--- config.mk ---
export PLATFORM = sky130hd
export DESIGN_NAME = stc_timer
export DESIGN_NICKNAME = d
export VERILOG_FILES = /design/src/hdl/stc_pkg.sv /design/src/hdl/stc_ahb_slave.sv /design/src/hdl/stc_prescaler.sv /design/src/hdl/stc_timer.sv
export SDC_FILE = /design/constraint.sdc
export NUM_CORES = 1
export LEC_CHECK = 0
export BUFFER_PORTS_ARGS = -buffer_cell sky130_fd_sc_hd__buf_2
export CAP_MARGIN = 10
export CORE_MARGIN = 5
export CORE_UTILIZATION = 50
export DETAILED_ROUTE_END_ITERATION = 12
export PLACE_DENSITY = 0.74
export RECOVER_POWER = 50
export SYNTH_ARGS = -nofsm -noshare
export SYNTH_HDL_FRONTEND = slang
export SYNTH_HIERARCHICAL = 1
export SYNTH_SLANG_ARGS = --single-unit
--- constraint.sdc ---
create_clock -name hclk -period 3.6 [get_ports hclk]
set_input_delay 1.08 -clock hclk [delete_from_list [all_inputs] [get_ports hclk]]
set_output_delay 1.08 -clock hclk [all_outputs]
set_load 0.02 [all_outputs]
--- src/hdl/stc_pkg.sv ---
// package: register map, fields, reset values and types of the 16-bit timer/counter
package stc_pkg;
  localparam logic [7:0] STC_OFS_CTRL    = 8'h00;
  localparam logic [7:0] STC_OFS_LOW     = 8'h04;
  localparam logic [7:0] STC_OFS_HIGH    = 8'h08;
  localparam logic [7:0] STC_OFS_STATUS  = 8'h0C;
  localparam logic [7:0] STC_OFS_IRQ_EN  = 8'h10;
  localparam logic [7:0] STC_OFS_IRQ_CLR = 8'h14;

  localparam int STC_BIT_RUN   = 0;
  localparam int STC_BIT_EXT   = 1;
  localparam int STC_BIT_NSYNC = 2;
  localparam int STC_BIT_OSCEN = 3;
  localparam int STC_BIT_PS_LO = 4;
  localparam int STC_BIT_RUNCK = 6;
  localparam int STC_BIT_WIDE  = 7;
  localparam int STC_BIT_OVF   = 0;

  localparam logic [7:0]  STC_CTRL_RESET = 8'h00;
  localparam logic [15:0] STC_COUNT_MAX  = 16'hFFFF;
  localparam logic [1:0]  STC_OSC_DIV    = 2'h3;

  typedef struct packed {
    logic       wide_access_sel;
    logic [1:0] prescale_sel;
    logic       counter_osc_en;
    logic       ext_sync_n;
    logic       ext_clk_sel;
    logic       counter_run;
  } stc_ctrl_t;

  typedef struct packed {
    logic        wr;
    logic        rd;
    logic [7:0]  addr;
    logic [31:0] wdata;
  } stc_reg_req_t;
endpackage

--- src/hdl/stc_ahb_slave.sv ---
// AHB-Lite slave front end: turns bus transfers into one-cycle register strobes
`timescale 1ns/10ps
`default_nettype none
module stc_ahb_slave
  import stc_pkg::*;
(
  // clock and reset
  input  wire logic                 hclk,
  input  wire logic                 hresetn,
  // bus
  input  wire logic                 hsel,
  input  wire logic [31:0]          haddr,
  input  wire logic [1:0]           htrans,
  input  wire logic                 hwrite,
  input  wire logic [2:0]           hsize,
  input  wire logic [31:0]          hwdata,
  input  wire logic                 hready,
  output logic                      hreadyout,
  output logic                      hresp,
  // register side
  output var stc_pkg::stc_reg_req_t req,
  output var logic [7:0]            rd_addr_now
);
  logic       wr_pend_q;
  logic [7:0] wr_addr_q;
  logic       take;

  // reads decode in the address phase so data is registered by the data phase
  assign take        = hsel && hready && htrans[1];
  assign hreadyout   = 1'b1;
  assign hresp       = 1'b0;
  assign rd_addr_now = haddr[7:0];

  always_ff @(posedge hclk or negedge hresetn)
  begin
    if (!hresetn)
    begin
      wr_pend_q <= 1'b0;
      wr_addr_q <= 8'h00;
    end
    else
    begin
      wr_pend_q <= take && hwrite;
      wr_addr_q <= haddr[7:0];
    end
  end

  always_comb
  begin
    req.wr    = wr_pend_q;
    req.rd    = take && !hwrite;
    req.addr  = wr_pend_q ? wr_addr_q : haddr[7:0];
    req.wdata = hwdata;
  end
endmodule
`default_nettype wire

--- src/hdl/stc_prescaler.sv ---
// clock source pick, external pin always synchronised whatever the sync bit, 1/2/4/8 prescaler, gives a count tick
`timescale 1ns/10ps
`default_nettype none
module stc_prescaler
  import stc_pkg::*;
(
  // clock and reset
  input  wire logic      hclk,
  input  wire logic      hresetn,
  // control
  input  wire stc_pkg::stc_ctrl_t ctrl,
  input  wire logic      clr,
  // external pin
  input  wire logic      ext_clk_pin,
  // tick out
  output logic           tick
);
  logic [1:0] s_q;
  logic       last_q;
  logic [1:0] osc_q;
  logic [2:0] ps_q;
  logic       edge_in;
  logic       src;
  logic       limit_hit;

  always_ff @(posedge hclk or negedge hresetn)
  begin
    if (!hresetn)
    begin
      s_q    <= 2'h0;
      last_q <= 1'b0;
      osc_q  <= 2'h0;
    end
    else
    begin
      s_q    <= {s_q[0], ext_clk_pin};
      last_q <= s_q[1];
      osc_q  <= osc_q + 2'h1;
    end
  end

  // unsynchronised mode uses the same two stages and the same edge stage as synchronised mode
  assign edge_in = ctrl.ext_sync_n ? (s_q[1] && !last_q) : (s_q[1] && !last_q);
  // internal source ignores the sync bit entirely
  assign src = ctrl.ext_clk_sel ? edge_in : (osc_q == STC_OSC_DIV);

  always_comb
  begin
    case (ctrl.prescale_sel)
      2'h0:    limit_hit = 1'b1;
      2'h1:    limit_hit = ps_q[0];
      2'h2:    limit_hit = ps_q[1:0] == 2'h3;
      2'h3:    limit_hit = ps_q == 3'h7;
      default: limit_hit = 1'b1;
    endcase
  end

  always_ff @(posedge hclk or negedge hresetn)
  begin
    if (!hresetn)
      ps_q <= 3'h0;
    else if (clr)
      ps_q <= 3'h0;
    else if (src && ctrl.counter_run)
      ps_q <= limit_hit ? 3'h0 : ps_q + 3'h1;
  end

  assign tick = src && ctrl.counter_run && limit_hit;
endmodule
`default_nettype wire

--- src/hdl/stc_timer.sv ---
// top: 16-bit timer/counter with control, count bytes and overflow interrupt
//
// The AHB-Lite register port and the placing of the registers were chosen for this implementation.
`timescale 1ns/10ps
`default_nettype none
module stc_timer
  import stc_pkg::*;
(
  // clock and reset
  input  wire logic        hclk,
  input  wire logic        hresetn,
  // ahb-lite
  input  wire logic        hsel,
  input  wire logic [31:0] haddr,
  input  wire logic [1:0]  htrans,
  input  wire logic        hwrite,
  input  wire logic [2:0]  hsize,
  input  wire logic [31:0] hwdata,
  input  wire logic        hready,
  output logic             hreadyout,
  output logic             hresp,
  output logic [31:0]      hrdata,
  // pins and system
  input  wire logic        ext_clk_pin,
  input  wire logic        sys_clk_from_osc,
  output logic             osc_enable,
  // interrupt
  output logic             irq
);
  stc_reg_req_t req;
  logic [7:0]   rd_addr_now;
  stc_ctrl_t    ctrl_q;
  logic [15:0]  count_q;
  logic [7:0]   hi_buf_q;
  logic         ovf_sts_q;
  logic         ovf_en_q;
  logic [1:0]   runck_q;
  logic         tick;
  logic         wrap;
  logic         wr_ctrl;
  logic         wr_low;
  logic         wr_high;
  logic         rd_low;

  function automatic logic hit(input stc_reg_req_t r, input logic [7:0] ofs);
    hit = r.addr == ofs;
  endfunction

  stc_ahb_slave stc_ahb_slave_i (
    .hclk        (hclk),
    .hresetn     (hresetn),
    .hsel        (hsel),
    .haddr       (haddr),
    .htrans      (htrans),
    .hwrite      (hwrite),
    .hsize       (hsize),
    .hwdata      (hwdata),
    .hready      (hready),
    .hreadyout   (hreadyout),
    .hresp       (hresp),
    .req         (req),
    .rd_addr_now (rd_addr_now)
  );

  stc_prescaler stc_prescaler_i (
    .hclk        (hclk),
    .hresetn     (hresetn),
    .ctrl        (ctrl_q),
    .clr         (wr_low || wr_high),
    .ext_clk_pin (ext_clk_pin),
    .tick        (tick)
  );

  assign wr_ctrl = req.wr && hit(req, STC_OFS_CTRL);
  assign wr_low  = req.wr && hit(req, STC_OFS_LOW);
  assign wr_high = req.wr && hit(req, STC_OFS_HIGH);
  assign rd_low  = req.rd && (rd_addr_now == STC_OFS_LOW);
  assign wrap    = tick && (count_q == STC_COUNT_MAX);

  ////////////////////////////////////////////////////////////////////////////
  // control register; bit 6 is read-only status

  always_ff @(posedge hclk or negedge hresetn)
  begin
    if (!hresetn)
      ctrl_q <= stc_ctrl_t'(7'h00);
    else if (wr_ctrl)
      ctrl_q <= {req.wdata[7], req.wdata[5:0]};
  end

  assign osc_enable = ctrl_q.counter_osc_en;

  // status follows the clock switch input sys_clk_from_osc through two sync stages
  always_ff @(posedge hclk or negedge hresetn)
  begin
    if (!hresetn)
      runck_q <= 2'h0;
    else
      runck_q <= {runck_q[0], sys_clk_from_osc};
  end

  ////////////////////////////////////////////////////////////////////////////
  // count; software write wins over a tick in the same cycle

  always_ff @(posedge hclk or negedge hresetn)
  begin
    if (!hresetn)
      count_q <= 16'h0000;
    else if (wr_low && ctrl_q.wide_access_sel)
      count_q <= {hi_buf_q, req.wdata[7:0]};
    else if (wr_low)
      count_q[7:0] <= req.wdata[7:0];
    else if (wr_high && !ctrl_q.wide_access_sel)
      count_q[15:8] <= req.wdata[7:0];
    else if (tick)
      count_q <= count_q + 16'h0001;
  end

  // one buffer serves both directions; a HIGH write wins over a LOW read in the same cycle
  always_ff @(posedge hclk or negedge hresetn)
  begin
    if (!hresetn)
      hi_buf_q <= 8'h00;
    else if (wr_high)
      hi_buf_q <= req.wdata[7:0];
    else if (rd_low && ctrl_q.wide_access_sel)
      hi_buf_q <= count_q[15:8];
  end

  ////////////////////////////////////////////////////////////////////////////
  // overflow interrupt; a wrap in the clear cycle stays set

  always_ff @(posedge hclk or negedge hresetn)
  begin
    if (!hresetn)
      ovf_sts_q <= 1'b0;
    else if (wrap)
      ovf_sts_q <= 1'b1;
    else if (req.wr && hit(req, STC_OFS_IRQ_CLR) && req.wdata[STC_BIT_OVF])
      ovf_sts_q <= 1'b0;
  end

  always_ff @(posedge hclk or negedge hresetn)
  begin
    if (!hresetn)
      ovf_en_q <= 1'b0;
    else if (req.wr && hit(req, STC_OFS_IRQ_EN))
      ovf_en_q <= req.wdata[STC_BIT_OVF];
  end

  assign irq = ovf_sts_q && ovf_en_q;

  ////////////////////////////////////////////////////////////////////////////
  // read data, registered at the address phase

  always_ff @(posedge hclk or negedge hresetn)
  begin
    if (!hresetn)
      hrdata <= 32'h00000000;
    else if (req.rd)
    begin
      case (rd_addr_now)
        STC_OFS_CTRL:
          hrdata <= {24'h000000, ctrl_q.wide_access_sel, runck_q[1], ctrl_q.prescale_sel,
                     ctrl_q.counter_osc_en, ctrl_q.ext_sync_n, ctrl_q.ext_clk_sel,
                     ctrl_q.counter_run};
        STC_OFS_LOW:
          hrdata <= {24'h000000, count_q[7:0]};
        STC_OFS_HIGH:
          hrdata <= {24'h000000, ctrl_q.wide_access_sel ? hi_buf_q : count_q[15:8]};
        STC_OFS_STATUS:
          hrdata <= {31'h00000000, ovf_sts_q};
        STC_OFS_IRQ_EN:
          hrdata <= {31'h00000000, ovf_en_q};
        default:
          hrdata <= 32'h00000000;
      endcase
    end
  end
endmodule
`default_nettype wire

==> metrics.yaml, run 1 <==
status: "complete, no violations"
regToRegEndpoint: "count_q[10]$_DFFE_PN0P_"
postSynthCellCount: 373
worstPathMaxFanout: 10
finalWeightedCongestion: 0.8913
die-area_sq_um: 9273
period_share: 0.8661
nets: 483
post-route-drc-count: 0
netlist_area_sq_um: 3724
slowest_stage: "o211ai_1"
start_kind: "input pin"
vias: 2874
endpoint_kind: "register"
cts_root_buf: "clkbuf_8"
core.rowCount: 31
synth_warnings: 6
leakage_nw: 1.820
peakVddDrop_v: 0.0003004
fill_cells: 643
worst_hold_path_type: "reg2reg"
cts_resized: 0
post-cts-setup-buffers: 0
arrival_ps: 3350
rsz0062_at_grt: "no"
antennaDiodeCount: 0
period_minus_slack_ps: 3118
layout.cells.non_filler: 507
fin_util: 0.5641
cts_hold_buf: 0
grt_pass1_vias: 2730
fin_setup_tns_ps: 0
r2r_cells: 7
wl_microns: 8501
clkTransAtPathRegs_ps: 70
rr_startpoint: "stc_ahb_slave_i/wr_pend_q$_DFF_PN0_"
tightestPinTransition_ps: 1280
dr.first_iter.drc_count: 301
crit_required_ps: 3830
antenna_left: 0
fmax_mhz: 320.7
antenna_found_initial: 0
firstDrtPassIters: 5
start_util: 0.5134
crit_type: "in2reg"
grt_pass1_wl_microns: 13710
skew_ps: 8.699
via_per_inst: 5.669
hold_end: "runck_q[1]$_DFF_PN0_"
cts.sinks: 60
gr-total-overflow: 0
ff2ff_setup_slack_ps: 620
tritoncts: "done"
cts_buffers: 9
hp-start: "runck_q[0]$_DFF_PN0_"
coreArea_sq_um: 7253
max_stage_delay_ps: 670
path_cells: "clkbuf_1 > mux2_4 > nor4b_1 > buf_4 > nand2_1 > o211ai_1 > o21ai_0 > a221o_1"
cp_top_family: "compound AO/OA/AOI/OAI gates"
die_h_microns: 96.30
whs_ps: 349.9
drive_above_1_share: 0.2304
cts_htree_levels: 3
grt_max_degree: 25
slew_headroom: 0.1469
worst_slack_ps: 481.9
area.growth.synth_to_final_pct: 9.879
grt_usage: 0.1971
slew_viol_final: 0
avgSynthCellArea_sq_um: 9.983
placedCellCount: 491
hold_depth: 0
path_buf_inv: 2
finalHoldViolCount: 0
cts.path.max_buffers: 2
io_pins: 112
io_buffer_count: 33
finalSetupViolCount: 0
dp_slack_ps: 171.1
clkLatencyLatePin_ps: 350
place_hpwl_microns: 6252
cap_violations: 0
wl_per_cell_microns: 16.77
die_w_microns: 96.30
powerDensity_nw_per_um2: 391.5
## sequential cells by signal, indices dropped and copies added, names as in the netlist
name	count
count_q	16
hi_buf_q	8
hrdata	8
stc_ahb_slave_i/wr_addr_q	8
ctrl_q	6
stc_prescaler_i/ps_q	3
runck_q	2
stc_prescaler_i/osc_q	2
stc_prescaler_i/s_q	2
osc_enable	1
ovf_en_q	1
ovf_sts_q	1
stc_ahb_slave_i/wr_pend_q	1
stc_prescaler_i/last_q	1
## cells in the final DEF, fill, tap and decap left out, drive strengths merged, types with 14 or more instances in the layout
cell type	instances
dfrtp	60
buf	40
mux2	32
nor2	29
conb	26
o21ai	23
clkbuf	21
nand2	19
a22oi	15
inv	14
## per-layer routing
metal	wire length (microns)	global-route usage	vias up	share of wire
met2	4111	0.3151	111	0.48
li1	-	-	1343	-
met3	613	0.06724	11	0.072
met4	114	0.05140	0	0.013
met5	0	0	-	0
met1	3662	0.2561	1409	0.43
## power breakdown
part	switching (mW)	leakage, nW	total (mW)	internal (mW)
logic	0.0932	0.913	0.136	0.0424
registers	0.0145	0.785	0.708	0.694
clock network	0.280	0.122	0.758	0.478
## worst register-to-register path, stage by stage (launching register included)
cell and delay, ps:
dfrtp_1 640, mux2_4 350, nor4b_1 350, buf_4 200
nand2_1 90, o211ai_1 670, o21ai_0 220, a221o_1 340
## stage by stage
stage	power (mW)	instance area [sq um]
floorplan	0.8365	3810
global placement	0.8533	3861
detailed placement	0.8573	3861
CTS	1.616	4110
global route	1.667	4091
finish	1.602	4091
## worst max-delay path by stage
stage | from | to | cells after the start
floorplan | haddr[5] | stc_prescaler_i/ps_q[1]$_DFFE_PN0P_ | 10
global placement | haddr[5] | count_q[13]$_DFFE_PN0P_ | 8
detailed placement | haddr[5] | count_q[10]$_DFFE_PN0P_ | 8
CTS | haddr[5] | count_q[10]$_DFFE_PN0P_ | 8
global route | haddr[5] | count_q[9]$_DFFE_PN0P_ | 8
finish | haddr[5] | count_q[10]$_DFFE_PN0P_ | 8
## area by class of cell
| type | instances | area [sq um] | share of cell area |
|---|---|---|---|
| timing repair buffer | 51 | 294.0 | 0.07187 |
| sequential | 60 | 1501 | 0.3670 |
| tap | 99 | 123.9 | 0.03028 |
| clock buffer | 10 | 137.6 | 0.03364 |
| inverter | 14 | 52.55 | 0.01284 |
| multi-input combinational | 267 | 1871 | 0.4572 |
| clock inverter | 6 | 111.4 | 0.02722 |
No activity file was read; power rests on OpenSTA's default activity.
==> run 2: changes to the inputs <==
--- a/config.mk
+++ b/config.mk
@@ -7,10 +7,12 @@
 export LEC_CHECK = 0
 export BUFFER_PORTS_ARGS = -buffer_cell sky130_fd_sc_hd__buf_2
 export CAP_MARGIN = 10
+export CELL_PAD_IN_SITES_DETAIL_PLACEMENT = 1
+export CELL_PAD_IN_SITES_GLOBAL_PLACEMENT = 1
 export CORE_MARGIN = 5
-export CORE_UTILIZATION = 50
+export CORE_UTILIZATION = 40
 export DETAILED_ROUTE_END_ITERATION = 12
-export PLACE_DENSITY = 0.74
+export PLACE_DENSITY = 0.78
 export RECOVER_POWER = 50
 export SYNTH_ARGS = -nofsm -noshare
 export SYNTH_HDL_FRONTEND = slang
==> metrics.yaml, run 2 (synthesized netlist as in run 1, its figures left out) <==
grt_usage: 0.1792
nets: 484
hold_end: "stc_prescaler_i/s_q[1]$_DFF_PN0_"
io_pins: 112
grt_pass1_wl_microns: 15990
tightestPinTransition_ps: 1307
wl_microns: 9829
peakVddDrop_v: 0.0001643
worstPathMaxFanout: 10
finalHoldViolCount: 0
grt_max_degree: 24
via_per_inst: 5.523
hold_depth: 0
cts.sinks: 60
slew_viol_final: 0
powerDensity_nw_per_um2: 353.9
largest_reg_flops: 16
cap_violations: 0
finalSetupViolCount: 0
finalWeightedCongestion: 0.8810
cts_resized: 0
hp-start: "stc_prescaler_i/s_q[0]$_DFF_PN0_"
ff2ff_setup_slack_ps: 610
post-cts-setup-buffers: 0
post-route-drc-count: 0
coreArea_sq_um: 9153
period_minus_slack_ps: 3124
core.rowCount: 35
wl_per_cell_microns: 18.90
cts_root_buf: "clkbuf_8"
worst_hold_path_type: "reg2reg"
slew_headroom: 0.1285
grt_pass1_vias: 3080
antennaDiodeCount: 0
tritoncts: "done"
skew_ps: 7.552
clkLatencyLatePin_ps: 340
cts_hold_buf: 0
r2r_cells: 7
area.growth.synth_to_final_pct: 8.736
dp_slack_ps: 109.5
clkTransAtPathRegs_ps: 70
dr.first_iter.drc_count: 142
crit_type: "in2reg"
cts_htree_levels: 3
antenna_left: 0
io_buffer_count: 33
path_buf_inv: 2
place_hpwl_microns: 7351
fmax_mhz: 320.1
die_w_microns: 106.5
start_util: 0.4068
period_share: 0.8677
slowest_stage: "or4b_1"
final_cell_mix: "dfrtp_1, nor2_1, conb_1"
antenna_found_initial: 0
fin_setup_tns_ps: 0
layout_commonest_cell: "dfrtp_1"
rsz0062_at_grt: "no"
crit_required_ps: 3780
status: "complete, no violations"
regToRegEndpoint: "count_q[13]$_DFFE_PN0P_"
die_h_microns: 106.5
arrival_ps: 3310
vias: 2872
max_stage_delay_ps: 630
endpoint_kind: "register"
cts.path.max_buffers: 2
cts_buffers: 9
leakage_nw: 1.796
start_kind: "input pin"
worst_slack_ps: 476.1
rr_startpoint: "stc_ahb_slave_i/wr_pend_q$_DFF_PN0_"
cp_top_family: "compound AO/OA/AOI/OAI gates"
firstDrtPassIters: 4
path_cells: "clkbuf_1 > mux2_4 > or4b_1 > buf_4 > o41ai_1 > o211ai_1 > a21oi_1 > a31oi_1"
die-area_sq_um: 11340
drive_above_1_share: 0.2274
gr-total-overflow: 0
regMostFlops: "count_q"
-- run 2: cell types whose count changed in the layout (fill, tap and decap cells not counted), sizes merged --
cell / change
buf: +1
bufinv: -2
clkbuf: +1
clkinv: +1
-- run 2: where the power goes --
group	total, mW	switching [mW]	internal (mW)
Sequential	0.708	0.0148	0.694
Clock	0.585	0.268	0.316
Combinational	0.140	0.0967	0.0433
Total	1.43	0.380	1.05
-- run 2: how the worst max path moves through the flow --
| stage | start | endpoint | cells past startpoint |
|---|---|---|---|
| after floorplan | haddr[5] | stc_prescaler_i/ps_q[1]$_DFFE_PN0P_ | 10 |
| after CTS | haddr[5] | count_q[13]$_DFFE_PN0P_ | 8 |
| final | haddr[5] | count_q[13]$_DFFE_PN0P_ | 8 |
| after global routing | haddr[5] | count_q[13]$_DFFE_PN0P_ | 8 |
| after global placement | haddr[5] | count_q[9]$_DFFE_PN0P_ | 8 |
| after detailed placement | haddr[5] | count_q[13]$_DFFE_PN0P_ | 8 |
-- run 2: per-layer routing --
metal  wire length, microns  vias to the layer above  GRT usage
li1                       -                     1341          -
met1                   4358                     1462     0.2243
met2                   5007                       58     0.3072
met3                    334                       11    0.04493
met4                    128                        0    0.04932
met5                      0                        -          0
-- run 2: layout make-up --
type / instances / area (sq um)
sequential: 60 / 1501
inverter: 14 / 52.55
clock inverter: 5 / 52.55
timing repair buffer: 52 / 301.5
fill: 1067 / 5104
tap: 111 / 138.9
clock buffer: 11 / 131.4
multi-input combinational: 267 / 1871
-- run 2: per-stage QoR --
step	hold WS, ps	total power [mW]	std cells	instance area [sq um]	util
CTS	357.6	1.450	520	4068	0.4444
finish	358.6	1.433	520	4049	0.4424
detailed placement	343.5	0.8623	504	3884	0.4243
global route	367.4	1.501	520	4049	0.4424
floorplan	331.2	0.8365	396	3810	-
global placement	332.2	0.8564	504	3884	0.4243
